### src/core/reset_seq_pkg.sv
package reset_seq_pkg;

	// ------------------------------------------------------------
	// Clock and timing
	// ------------------------------------------------------------
	localparam int unsigned CLK_PERIOD_NS = 40;
	localparam int unsigned BROWNOUT_MIN_NS = 2000;
	localparam int unsigned BROWNOUT_MIN_CYC =
		(BROWNOUT_MIN_NS + CLK_PERIOD_NS - 1) / CLK_PERIOD_NS;
	localparam int unsigned STARTUP_SEL_W = 2;
	localparam int unsigned STARTUP_SEL_N = 4;
	// Start-up delay per fuse setting, in microseconds
	localparam int unsigned STARTUP_TIME_US [STARTUP_SEL_N] = '{1, 4100, 65000, 65000};
	localparam int unsigned STARTUP_DEF_CYC [STARTUP_SEL_N] = '{
		(STARTUP_TIME_US[0] * 1000 + CLK_PERIOD_NS - 1) / CLK_PERIOD_NS,
		(STARTUP_TIME_US[1] * 1000 + CLK_PERIOD_NS - 1) / CLK_PERIOD_NS,
		(STARTUP_TIME_US[2] * 1000 + CLK_PERIOD_NS - 1) / CLK_PERIOD_NS,
		(STARTUP_TIME_US[3] * 1000 + CLK_PERIOD_NS - 1) / CLK_PERIOD_NS};
	localparam int unsigned DELAY_W = 22;

	// ------------------------------------------------------------
	// Register map
	// ------------------------------------------------------------
	localparam int unsigned ADDR_W = 2;
	localparam logic [ADDR_W-1:0] REG_CAUSE = 2'h0;
	localparam logic [ADDR_W-1:0] REG_POWER = 2'h1;
	localparam logic [ADDR_W-1:0] REG_STATUS = 2'h2;

	localparam int unsigned FLAG_PWRON = 0;
	localparam int unsigned FLAG_EXT = 1;
	localparam int unsigned FLAG_BROWN = 2;
	localparam int unsigned FLAG_WDOG = 3;
	localparam int unsigned FLAG_W = 4;

	localparam int unsigned PWR_CONV_EN = 0;
	localparam int unsigned PWR_CMP_EN = 1;
	localparam int unsigned PWR_CMP_REF = 2;
	localparam int unsigned PWR_MODE_LO = 4;
	localparam int unsigned MODE_W = 3;

	localparam logic [FLAG_W-1:0] FLAGS_RESET = 4'h0;
	localparam logic [7:0] POWER_RESET = 8'h00;

	// ------------------------------------------------------------
	// Sleep modes
	// ------------------------------------------------------------
	typedef enum logic [MODE_W-1:0] {
		MODE_IDLE = 3'h0,
		MODE_NOISE = 3'h1,
		MODE_DOWN = 3'h2,
		MODE_SAVE = 3'h3,
		MODE_STANDBY = 3'h6
	} sleep_mode_t;

	// ------------------------------------------------------------
	// Sequencer states, Gray along hold, count, run
	// ------------------------------------------------------------
	typedef enum logic [1:0] {
		ST_HOLD = 2'h0,
		ST_COUNT = 2'h1,
		ST_RUN = 2'h3
	} seq_state_t;

	// ------------------------------------------------------------
	// Carriers
	// ------------------------------------------------------------
	typedef struct packed {
		logic [ADDR_W-1:0] addr;
		logic [7:0] wdata;
		logic wr;
		logic rd;
	} bus_req_t;

	typedef struct packed {
		logic power_on_detect;
		logic reset_pin_n;
		logic wdog_timeout;
		logic wdog_enable;
		logic supply_below_bot;
		logic brownout_enable_fuse;
	} reset_src_t;

	typedef struct packed {
		logic input_buffer_enable;
		logic wake_buffer_enable;
		logic comparator_power;
		logic reference_enable;
		logic wdog_run;
		logic brownout_run;
		logic converter_run;
		logic converter_extended;
	} power_out_t;

endpackage

### src/core/reset_source_sequencer.sv
`timescale 1ns/1ns
// Functional notes
// Internal reset clears all I/O registers; execution resumes at reset vector. Code clears only the power register; cause flags are kept.
// Port reset asserts asynchronously as soon as any source goes active.
// After all sources drop, reset is stretched by fuse-selected delay.
// Four causes: power-on, pin low, enabled watchdog expiry, enabled brown-out.
// Pin low beyond minimum width resets without clock; driver holds it.
// Pin release starts delay counter; processor released after it ends.
// Power-on detect asserts reset at once; its release starts the delay.
// Enabled brown-out asserts reset; supply recovery runs full delay.
// Brown-out ignores dips shorter than minimum low-voltage period.
// Watchdog time-out is one-cycle pulse; delay starts at its falling edge.
// Upper four bits of cause register read as zero.
// Watchdog flag bit 3: set by watchdog, cleared by power-on or write zero.
// Brown-out flag bit 2: set by brown-out, cleared by power-on or write zero.
// Pin flag bit 1: set by pin reset, cleared by power-on or write zero.
// Power-on flag bit 0: set by power-on, cleared only by writing zero.
// Software should read then clear cause flags early after start-up.
// Deep sleep with both clocks stopped disables non-wake input buffers.
// Comparator auto-off in deep sleep unless it uses internal reference.
// Reference powered only for brown-out, comparator or converter.
// Enabled watchdog and brown-out detector keep running in every sleep mode.
// Enabled converter stays on in sleep; re-enable forces extended conversion.
// Internal reset asserts asynchronously, releases synchronously after delay.
module reset_source_sequencer
	import reset_seq_pkg::*;
#(
	parameter int unsigned STARTUP_CYC0 = STARTUP_DEF_CYC[0],
	parameter int unsigned STARTUP_CYC1 = STARTUP_DEF_CYC[1],
	parameter int unsigned STARTUP_CYC2 = STARTUP_DEF_CYC[2],
	parameter int unsigned STARTUP_CYC3 = STARTUP_DEF_CYC[3],
	parameter int unsigned BO_MIN_CYC = BROWNOUT_MIN_CYC
) (
	input wire logic core_clk,
	input wire logic reset_n,
	input wire reset_seq_pkg::reset_src_t src,
	input wire logic [reset_seq_pkg::STARTUP_SEL_W-1:0] clock_select_fuse,
	input wire logic sleep_active,
	input wire logic conversion_start,
	input wire reset_seq_pkg::bus_req_t bus,
	output logic [7:0] rdata,
	output logic internal_reset,
	output reset_seq_pkg::power_out_t pwr
);
	import reset_seq_pkg::*;

	// ------------------------------------------------------------
	// State
	// ------------------------------------------------------------
	typedef struct packed {
		seq_state_t state;
		logic [FLAG_W-1:0] flags;
		logic conv_en;
		logic cmp_en;
		logic cmp_ref;
		logic [MODE_W-1:0] mode;
		logic [7:0] rdata;
		power_out_t pwr;
	} seq_t;

	seq_t s_q, s_d;
	logic bo_active;
	logic wdog_pulse;
	logic pin_low;
	logic any_src;
	logic load;
	logic delay_done;
	logic reset_q;
	logic deep_sleep;
	logic cmp_on;

	// ------------------------------------------------------------
	// Sources
	// ------------------------------------------------------------
	brownout_filter #(
		.MIN_CYC(BO_MIN_CYC)
	) u_bo_filter (
		.core_clk(core_clk),
		.reset_n(reset_n),
		.enable(src.brownout_enable_fuse),
		.below(src.supply_below_bot),
		.bo_active(bo_active)
	);

	assign wdog_pulse = src.wdog_timeout & src.wdog_enable;
	assign pin_low = ~src.reset_pin_n;
	// Exactly the four documented causes feed the combined source
	assign any_src = src.power_on_detect | pin_low | wdog_pulse | bo_active;

	// ------------------------------------------------------------
	// Start-up delay
	// ------------------------------------------------------------
	startup_delay #(
		.CYC0(STARTUP_CYC0),
		.CYC1(STARTUP_CYC1),
		.CYC2(STARTUP_CYC2),
		.CYC3(STARTUP_CYC3)
	) u_delay (
		.core_clk(core_clk),
		.reset_n(reset_n),
		.load(load),
		.sel(clock_select_fuse),
		.done(delay_done)
	);

	// Load on the first quiet cycle after the last source falls
	assign load = (s_q.state == ST_HOLD) && !any_src;

	// ------------------------------------------------------------
	// Reset output
	// ------------------------------------------------------------
	// Asynchronous set so ports reset with no clock; release is on
	// the clock edge only, avoiding a metastable release.
	always_ff @(posedge core_clk or posedge any_src) begin
		if (any_src) begin
			reset_q <= 1'b1;
		end else begin
			reset_q <= (s_q.state != ST_RUN) || !reset_n;
		end
	end

	assign internal_reset = reset_q;

	// ------------------------------------------------------------
	// Sleep power gating
	// ------------------------------------------------------------
	// Both the I/O and converter clocks stop in these modes
	always_comb begin
		case (sleep_mode_t'(s_q.mode))
			MODE_DOWN, MODE_SAVE, MODE_STANDBY: deep_sleep = sleep_active;
			default: deep_sleep = 1'b0;
		endcase
	end

	// Comparator on the reference is never auto-disabled
	assign cmp_on = s_q.cmp_en && (!deep_sleep || s_q.cmp_ref);

	// ------------------------------------------------------------
	// Next state
	// ------------------------------------------------------------
	always_comb begin
		s_d = s_q;
		s_d.rdata = 8'h00;

		// Sequencer
		case (s_q.state)
			ST_HOLD: begin
				if (!any_src) begin
					s_d.state = ST_COUNT;
				end
			end
			ST_COUNT: begin
				if (any_src) begin
					s_d.state = ST_HOLD;
				end else if (delay_done) begin
					s_d.state = ST_RUN;
				end
			end
			ST_RUN: begin
				if (any_src) begin
					s_d.state = ST_HOLD;
				end
			end
			default: s_d.state = ST_HOLD;
		endcase

		// Register writes; a cause flag clears where its bit is written zero
		if (bus.wr) begin
			case (bus.addr)
				REG_CAUSE: s_d.flags = s_q.flags & bus.wdata[FLAG_W-1:0];
				REG_POWER: begin
					s_d.conv_en = bus.wdata[PWR_CONV_EN];
					s_d.cmp_en = bus.wdata[PWR_CMP_EN];
					s_d.cmp_ref = bus.wdata[PWR_CMP_REF];
					s_d.mode = bus.wdata[PWR_MODE_LO +: MODE_W];
				end
				default: s_d.flags = s_q.flags;
			endcase
		end

		// Internal reset restores the power register, but keeps the cause
		// flags so software can still see why it restarted
		if (reset_q) begin
			s_d.conv_en = POWER_RESET[PWR_CONV_EN];
			s_d.cmp_en = POWER_RESET[PWR_CMP_EN];
			s_d.cmp_ref = POWER_RESET[PWR_CMP_REF];
			s_d.mode = POWER_RESET[PWR_MODE_LO +: MODE_W];
		end

		// Hardware sets win over a software clear in the same cycle
		if (src.power_on_detect) begin
			s_d.flags = '0;
			s_d.flags[FLAG_PWRON] = 1'b1;
		end else begin
			if (wdog_pulse) begin
				s_d.flags[FLAG_WDOG] = 1'b1;
			end
			if (bo_active) begin
				s_d.flags[FLAG_BROWN] = 1'b1;
			end
			if (pin_low) begin
				s_d.flags[FLAG_EXT] = 1'b1;
			end
		end

		// Register reads, data in the following cycle
		if (bus.rd) begin
			case (bus.addr)
				REG_CAUSE: s_d.rdata = {4'h0, s_q.flags};
				REG_POWER: s_d.rdata = {1'b0, s_q.mode, 1'b0, s_q.cmp_ref, s_q.cmp_en,
					s_q.conv_en};
				REG_STATUS: s_d.rdata = {4'h0, bo_active, any_src, s_q.state};
				default: s_d.rdata = 8'h00;
			endcase
		end

		// Power gating outputs
		s_d.pwr.input_buffer_enable = !deep_sleep;
		s_d.pwr.wake_buffer_enable = 1'b1;
		s_d.pwr.comparator_power = cmp_on;
		s_d.pwr.wdog_run = src.wdog_enable;
		s_d.pwr.brownout_run = src.brownout_enable_fuse;
		s_d.pwr.converter_run = s_q.conv_en;
		s_d.pwr.reference_enable = src.brownout_enable_fuse
			|| (cmp_on && s_q.cmp_ref) || s_q.conv_en;
		if (s_q.conv_en && !s_q.pwr.converter_run) begin
			s_d.pwr.converter_extended = 1'b1;
		end else if (conversion_start) begin
			s_d.pwr.converter_extended = 1'b0;
		end
	end

	// ------------------------------------------------------------
	// Registers
	// ------------------------------------------------------------
	// The block reset keeps cause flags, so software can read them
	// after the core was restarted by this very sequencer.
	always_ff @(posedge core_clk) begin
		if (!reset_n) begin
			s_q.state <= ST_HOLD;
			s_q.flags <= s_d.flags;
			s_q.conv_en <= POWER_RESET[PWR_CONV_EN];
			s_q.cmp_en <= POWER_RESET[PWR_CMP_EN];
			s_q.cmp_ref <= POWER_RESET[PWR_CMP_REF];
			s_q.mode <= POWER_RESET[PWR_MODE_LO +: MODE_W];
			s_q.rdata <= 8'h00;
			s_q.pwr <= '0;
		end else begin
			s_q <= s_d;
		end
	end

	assign rdata = s_q.rdata;
	assign pwr = s_q.pwr;

endmodule

### src/core/brownout_filter.sv
`timescale 1ns/1ns
module brownout_filter
	import reset_seq_pkg::*;
#(
	parameter int unsigned MIN_CYC = BROWNOUT_MIN_CYC
) (
	input wire logic core_clk,
	input wire logic reset_n,
	input wire logic enable,
	input wire logic below,
	output logic bo_active
);
	import reset_seq_pkg::*;

	typedef struct packed {
		logic [7:0] cnt;
		logic active;
	} filt_t;

	filt_t s_q, s_d;

	// ------------------------------------------------------------
	// Dip filter
	// ------------------------------------------------------------
	always_comb begin
		s_d = s_q;
		if (!enable || !below) begin
			s_d.cnt = 8'h00;
			s_d.active = 1'b0;
		end else if (s_q.cnt >= 8'(MIN_CYC - 1)) begin
			s_d.active = 1'b1;
		end else begin
			s_d.cnt = s_q.cnt + 8'h01;
		end
	end

	always_ff @(posedge core_clk) begin
		if (!reset_n) begin
			s_q <= '0;
		end else begin
			s_q <= s_d;
		end
	end

	assign bo_active = s_q.active;

endmodule

### src/core/startup_delay.sv
`timescale 1ns/1ns
module startup_delay
	import reset_seq_pkg::*;
#(
	parameter int unsigned CYC0 = STARTUP_DEF_CYC[0],
	parameter int unsigned CYC1 = STARTUP_DEF_CYC[1],
	parameter int unsigned CYC2 = STARTUP_DEF_CYC[2],
	parameter int unsigned CYC3 = STARTUP_DEF_CYC[3]
) (
	input wire logic core_clk,
	input wire logic reset_n,
	input wire logic load,
	input wire logic [STARTUP_SEL_W-1:0] sel,
	output logic done
);
	import reset_seq_pkg::*;

	typedef struct packed {
		logic [DELAY_W-1:0] cnt;
		logic busy;
		logic done;
	} dly_t;

	dly_t s_q, s_d;
	logic [DELAY_W-1:0] period;

	// ------------------------------------------------------------
	// Period select
	// ------------------------------------------------------------
	always_comb begin
		case (sel)
			2'h0: period = DELAY_W'(CYC0);
			2'h1: period = DELAY_W'(CYC1);
			2'h2: period = DELAY_W'(CYC2);
			default: period = DELAY_W'(CYC3);
		endcase
	end

	always_comb begin
		s_d = s_q;
		s_d.done = 1'b0;
		if (load) begin
			s_d.cnt = period;
			s_d.busy = 1'b1;
		end else if (s_q.busy) begin
			if (s_q.cnt <= DELAY_W'(1)) begin
				s_d.busy = 1'b0;
				s_d.done = 1'b1;
			end else begin
				s_d.cnt = s_q.cnt - DELAY_W'(1);
			end
		end
	end

	always_ff @(posedge core_clk) begin
		if (!reset_n) begin
			s_q <= '0;
		end else begin
			s_q <= s_d;
		end
	end

	assign done = s_q.done;

endmodule

### config.mk
export PLATFORM = sky130hd
export DESIGN_NAME = reset_source_sequencer
export DESIGN_NICKNAME = d
export VERILOG_FILES = /design/src/core/reset_seq_pkg.sv /design/src/core/reset_source_sequencer.sv /design/src/core/brownout_filter.sv /design/src/core/startup_delay.sv
export SDC_FILE = /design/constraint.sdc
export NUM_CORES = 1
export LEC_CHECK = 0
export BUFFER_PORTS_ARGS = -buffer_cell sky130_fd_sc_hd__buf_2
export CAP_MARGIN = 15
export CORE_MARGIN = 4
export CORE_UTILIZATION = 50
export CTS_BUF_LIST = sky130_fd_sc_hd__clkbuf_8 sky130_fd_sc_hd__clkbuf_16
export DETAILED_ROUTE_END_ITERATION = 8
export GPL_ROUTABILITY_DRIVEN = 0
export MAX_ROUTING_LAYER = met4
export PLACE_DENSITY = 0.82
export SYNTH_ARGS = -nofsm -noshare
export SYNTH_HDL_FRONTEND = slang
export SYNTH_HIERARCHICAL = 1
export SYNTH_SLANG_ARGS = --single-unit
### constraint.sdc
create_clock -name core_clk -period 0.95 [get_ports core_clk]
set_input_delay 0.19 -clock core_clk [delete_from_list [all_inputs] [get_ports core_clk]]
set_output_delay 0.19 -clock core_clk [all_outputs]
set_load 0.05 [all_outputs]
# --- Yosys cells after proc, flatten, opt, wreduce, memory -nomap -nowiden ---
# Index checks and enable logic that the tools add are counted.
op_classes:
  add_sub_neg: 2
  n_lt_le_gt_ge: 2
  n_eq_ne: 13
  mux: 23
  n_bitwise: 8
  n_reduce_logical: 28
op_table:
  columns: ["cell", "n"]
  rows:
  - ["21-bit one-hot mux with 2 select lines", 1]
  - ["24-bit two-way mux", 1]
  - ["23-bit two-way mux", 1]
  - ["22-bit by 1-bit less-or-equal comparator with 1-bit output (second input constant)", 1]
  - ["22-bit two-way mux", 1]
  - ["22-bit by 1-bit subtractor with 22-bit output (second input constant)", 1]
  - ["7-bit one-hot mux with 3 select lines", 1]
  - ["10-bit two-way mux", 1]
  - ["2-bit two-way mux", 5]
  - ["8-bit by 1-bit adder with 8-bit output (second input constant)", 1]
  - ["8-bit by 6-bit greater-or-equal comparator with 1-bit output (second input constant)", 1]
  - ["2-bit inequality test (second input constant)", 4]
  - ["1-bit two-way mux", 7]
  - ["7-bit two-way mux", 1]
  - ["2-bit by 1-bit equality test with 1-bit output (second input constant)", 3]
  - ["3-bit by 2-bit equality test with 1-bit output (second input constant)", 2]
  - ["1-bit zero test", 6]
  - ["2-bit zero test", 3]
  - ["6-bit two-way mux", 1]
  - ["2-bit one-hot mux with 3 select lines", 1]
  - ["2-bit AND reduction", 3]
  - ["3-bit OR reduction", 2]
  - ["1-bit logical OR", 5]
  - ["4-bit bitwise AND", 1]
  - ["12 further kinds", 22]
totals:
  register_bits: 62
  elab_cells: 97

# --- Logic depth before layout (Yosys ltp) ---
logic_depth:
  word_depth: 10
  depth_mapped: 8

# --- Cells and area by module ---
# Netlist, hierarchy kept.
by_module_without_submodules:
  columns: ["module", "instances", "cells_each", "area_each_um2"]
  rows:
  - ["startup_delay", 1, 164, 1418.9]
  - ["reset_source_sequencer", 1, 113, 1131.1]
  - ["brownout_filter", 1, 44, 445.4]

# --- Worst setup path before layout ---
# Ideal clock, no wire load.
synth_path:
  kind: "register -> register"
  start: "reg u_delay/s_q[2] (netlist name)"
  end: "reg u_delay/s_q[7] (netlist name)"
  setup_ns: 0.117
  arrival_time_ns: 1.800
  required_ns: 0.833
  setup_slack_ns: -0.967
  stages_incl_launch_ff: 9
  path_buffers: 2
  period_less_slack_ns: 1.917
  cell_sequence: "dfxtp_1 inv_1 ha_1 clkbuf_1 o2111a_2 a21boi_2 buf_6 nand3_1 a32o_1"
synth_via:
  elab_chain_cells: 4
  word_cells_on_any_way: 7
  cone_classes: "add/sub: 1; order compare: 1; eq/ne: 1; mux: 3; reduce/logical: 1"
synth_lines:
  columns: ["item", "line", "rtl"]
  rows:
  - ["start, declared", "startup_delay.sv:24", "dly_t s_q, s_d;"]
  - ["start signal, assigned", "startup_delay.sv:57", "s_q <= '0;"]
  - ["start signal, assigned", "startup_delay.sv:59", "s_q <= s_d;"]
  - ["22-bit by 1-bit subtractor with 22-bit output", "startup_delay.sv:50", "s_d.cnt = s_q.cnt - DELAY_W'(1);"]
  - ["22-bit two-way mux", "startup_delay.sv:46", "if (s_q.cnt <= DELAY_W'(1)) begin"]
  - ["24-bit two-way mux", "startup_delay.sv:45", "end else if (s_q.busy) begin"]
  - ["23-bit two-way mux", "startup_delay.sv:42", "if (load) begin"]
# Several ways; a longest one is shown, not always the timed one. The select of a mux whose other input is x is not followed.
# A chain may end at the register's enable or synchronous reset.

# --- Final worst setup path ---
layout_path:
  start: "reg u_bo_filter.s_q (netlist bit u_bo_filter/bo_active)"
  end: "reg u_delay/s_q[13] (netlist name)"
layout_via:
  elab_chain_cells: 5
  word_cells_on_any_way: 7
  cone_classes: "eq/ne: 1; mux: 1; bitwise: 1; reduce/logical: 4"
layout_lines:
  columns: ["item", "line", "rtl"]
  rows:
  - ["start, declared", "brownout_filter.sv:20", "filt_t s_q, s_d;"]
  - ["start signal, assigned", "brownout_filter.sv:39", "s_q <= '0;"]
  - ["start signal, assigned", "brownout_filter.sv:41", "s_q <= s_d;"]
  - ["1-bit OR (*)", "reset_source_sequencer.sv:88", "assign any_src = src.power_on_detect | pin_low | wdog_pulse | bo_active;"]
  - ["1-bit zero test (*)", null, null]
  - ["1-bit logical AND (*)", "reset_source_sequencer.sv:107", "assign load = (s_q.state == ST_HOLD) && !any_src;"]
  - ["net load", "reset_source_sequencer.sv:66", "logic load;"]
  - ["2-bit inequality test (no source line) / 2-bit nonzero test (equally long branches)", null, null]
  - ["2-bit AND reduction (no source line)", null, null]
# Mark *: on every way through the listed nets, which the timed path passes. The rest lies on a longest branch.

==> results.json <==
{
  "status": "finished, violations left",
  "violations": "setup timing",
  "antenna_found_initial": 0,
  "coreArea_sq_mm": 0.00564,
  "vias": 3296,
  "ir_worst_vdd_mv": 1.23,
  "clk_pin_slew_ns": 0.08,
  "power_frac_comb_pct": 35.3,
  "drv_slew": 0,
  "die_h_um": 85.4,
  "cts_max_path_buffers": 2,
  "finalSetupViolCount": 56,
  "portBuffers": 38,
  "cts_buffers": 9,
  "required_ns": 1.19,
  "drive_above_1_share_pct": 58.5,
  "cp_num_buf_inv": 1,
  "cp_max_fo": 4,
  "ys.flop_type": "dfxtp_1",
  "syn2layout_area_growth_pct": 59.5,
  "avgSynthCellArea_sq_um": 9.33,
  "grt_pass1_wl_um": 16200,
  "endpoint_kind": "flop",
  "grt_remaining_overflow": 0,
  "dp_slack_ns": -0.798,
  "synth_nets": 350,
  "wl_um": 11600,
  "grt_setup_unrepaired": "yes",
  "clockRootBuffer": "clkbuf_8",
  "n_fill_cell": 245,
  "diodes": 0,
  "p_seq_share_pct": 36.8,
  "yosys.area.top_type": "dfxtp_1",
  "crit_family": "simple AND/OR/NAND/NOR gates",
  "num_io_pins": 41,
  "clock_power_share_pct": 27.9,
  "grt_pass1_vias": 3216,
  "skew_ns": 0.0171,
  "dr.first_iter.drc_count": 273,
  "wl_per_cell_um": 21.5,
  "synth_area_leaders": "dfxtp_1 (40%), buf_4 (4.0%), mux2i_1 (3.7%)",
  "swShare_pct": 35.0,
  "hpwl_um": 6280,
  "fin_crit_sh_pct": 194,
  "synth_top_area_share_pct": 40.1,
  "grt_max_degree": 13,
  "fin_area_sq_mm": 0.00478,
  "cp.arrival_ns": 2.08,
  "worst-setup-path-type": "flop to flop",
  "die_area_sq_mm": 0.00729,
  "hold_viol": 0,
  "cts_tree": "built",
  "yosys_warnings": 6,
  "drv_cap": 0,
  "max_stage_delay_ns": 0.41,
  "p_int_uw": 4860,
  "layout_common_cells": "buf_4 (107), dfxtp_1 (31), dfxtp_2 (28), buf_2 (22), nor2_1 (21)",
  "dpl_cell_area_sq_mm": 0.00395,
  "yosysSeqAreaShare_pct": 41.0,
  "die_w_um": 85.4,
  "power_density_mw_per_mm2": 1560,
  "p_sw_uw": 2620,
  "fmax_mhz": 543,
  "power.leakage_uw": 0.00206,
  "placementRows": 27,
  "final_common_cell": "buf_4",
  "ant_nets": 0,
  "nets": 494,
  "dr.pass1.iters": 5,
  "clk_latency_ns": 0.35,
  "htreeDepth": 3,
  "startpoint_type": "flop",
  "ys_ff_latch": 61,
  "synth_edf_count": 0,
  "min_period_ns": 1.84,
  "vias_per_cell": 6.08,
  "syn_inst": 321,
  "netlist_area_sq_mm": 0.00300,
  "worst_slack_ns": -0.890,
  "cts_sinks": 61,
  "crit_slowest_cell": "or4_1",
  "finalPower_uw": 7480,
  "async_reset_ff_share_pct": 1.64,
  "initial_core_util_pct": 53.1,
  "crit_chain": "nor2_2 > nand3_2 > nor3_4 > inv_2 > nand2_2 > o21ai_1 > or4_1 > o211a_1",
  "synth_cell_types": 69,
  "grt_usage_pct": 29.4,
  "remaining_drc_errors": 0,
  "hold_path.class": "primary input to flop"
}
registers in the layout, indices dropped and copies added (netlist names):
register               cells
rdata                      7
internal_reset             1
pwr                        8
u_bo_filter/bo_active      1
s_q                       11
s_d                        1
u_bo_filter/s_q            8
u_delay/s_q               23
u_delay/done               1
power groups by stage:
| stage | logic (uW) | clock network [uW] | registers (uW) |
|---|---|---|---|
| 2_1_floorplan | 1060 | 0 | 2800 |
| 3_3_place_gp | 1910 | 0 | 2780 |
| 3_5_place_dp | 1950 | 0 | 2780 |
| 4_1_cts | 2340 | 2060 | 2740 |
| 5_1_grt | 2770 | 2250 | 2750 |
| 6_report | 2640 | 2090 | 2750 |
layout make-up:
cell class / count / area (sq um) / area share, %
multi-input cells: 223 / 1920 / 40.3
repair buffers: 157 / 1270 / 26.6
flip-flops and latches: 61 / 1270 / 26.5
clock buffers: 9 / 124 / 2.59
well taps: 72 / 90.1 / 1.89
inverters: 13 / 53.8 / 1.13
clock inverters: 7 / 50.0 / 1.05
what timing repair did:
item                                    4_1_cts  5_1_grt
endpoints found under the setup margin       48       55
buffers inserted                             11       13
endpoints found under the hold margin         0        0
pin swaps                                    27       22
gates resized for setup                      90       46
gates cloned                                  1        0
hold buffers                                  0        0
stage by stage:
| stage | std cells | hold WS (ns) | util (%) | TNS (ns) |
|---|---|---|---|---|
| finish | 542 | 0.0839 | 84.7 | -22.78 |
| global route | 542 | 0.0826 | 84.7 | -25.07 |
| CTS | 531 | 0.0598 | 79.9 | -20.10 |
| detailed placement | 503 | 0.420 | 69.9 | -20.70 |
| global placement | 503 | 0.412 | 69.9 | -18.89 |
| floorplan | 321 | 0.218 | - | -16.52 |
logic make-up (layout without fill, tap and decap cells):
group / Yosys count / count (layout) / share of synthesized area (%)
adder cells (fa/ha/maj): 5 / 5 / 2.09
AND/OR/NAND/NOR: 121 / 121 / 24.2
AO/OA/AOI/OAI: 79 / 80 / 20.0
XOR/XNOR: 5 / 5 / 1.46
buffers and inverters: 38 / 186 / 7.52
flip-flops: 61 / 61 / 41.0
other: 1 / 1 / 0.125
multiplexers: 11 / 11 / 3.68
cell usage after synthesis, types with 3 or more instances:
cell type  number
nand2_1        19
a32o_1          4
dfxtp_1        60
o21a_1          4
o211ai_1        3
mux2i_1        11
nand2b_1        6
nand3b_1        5
o311ai_0        3
a211oi_1        4
clkbuf_1        4
ha_1            5
inv_1          12
o21ai_1         8
nor4_1          4
nand3_1         8
o31ai_1         4
nor2b_1         5
nor2_1         29
buf_6           3
and2_1         11
xnor2_1         4
o21ai_0         9
a31oi_1         5
a21oi_1        11
buf_4          16
nor3_1         12
layer usage:
metal  vias to the layer above  share of wire, %  global-route usage [%]  wire length, um
met1                      1556                35                    30.2             4120
met4                         0               6.5                    14.4              760
li1                       1450                 -                       -                -
met3                        73               6.9                    7.38              802
met2                       217                51                    51.8             5960
met5                         -                 0                       -                0
worst paths after layout:
kind,to,slack [ns],cells past startpoint,start
hold / removal,pwr[3],0.08,2,src[2]
setup / recovery,u_delay/s_q[13],-0.89,8,u_bo_filter/bo_active
setup reg to reg,u_delay/s_q[13],-0.89,8,u_bo_filter/bo_active
min in group asynchronous,internal_reset,0.14,4,src[4]
max in group asynchronous,internal_reset,0.32,4,u_bo_filter/bo_active
hold reg to reg,pwr[5],0.49,1,s_q[20]
No activity file was read; power rests on OpenSTA's default activity.
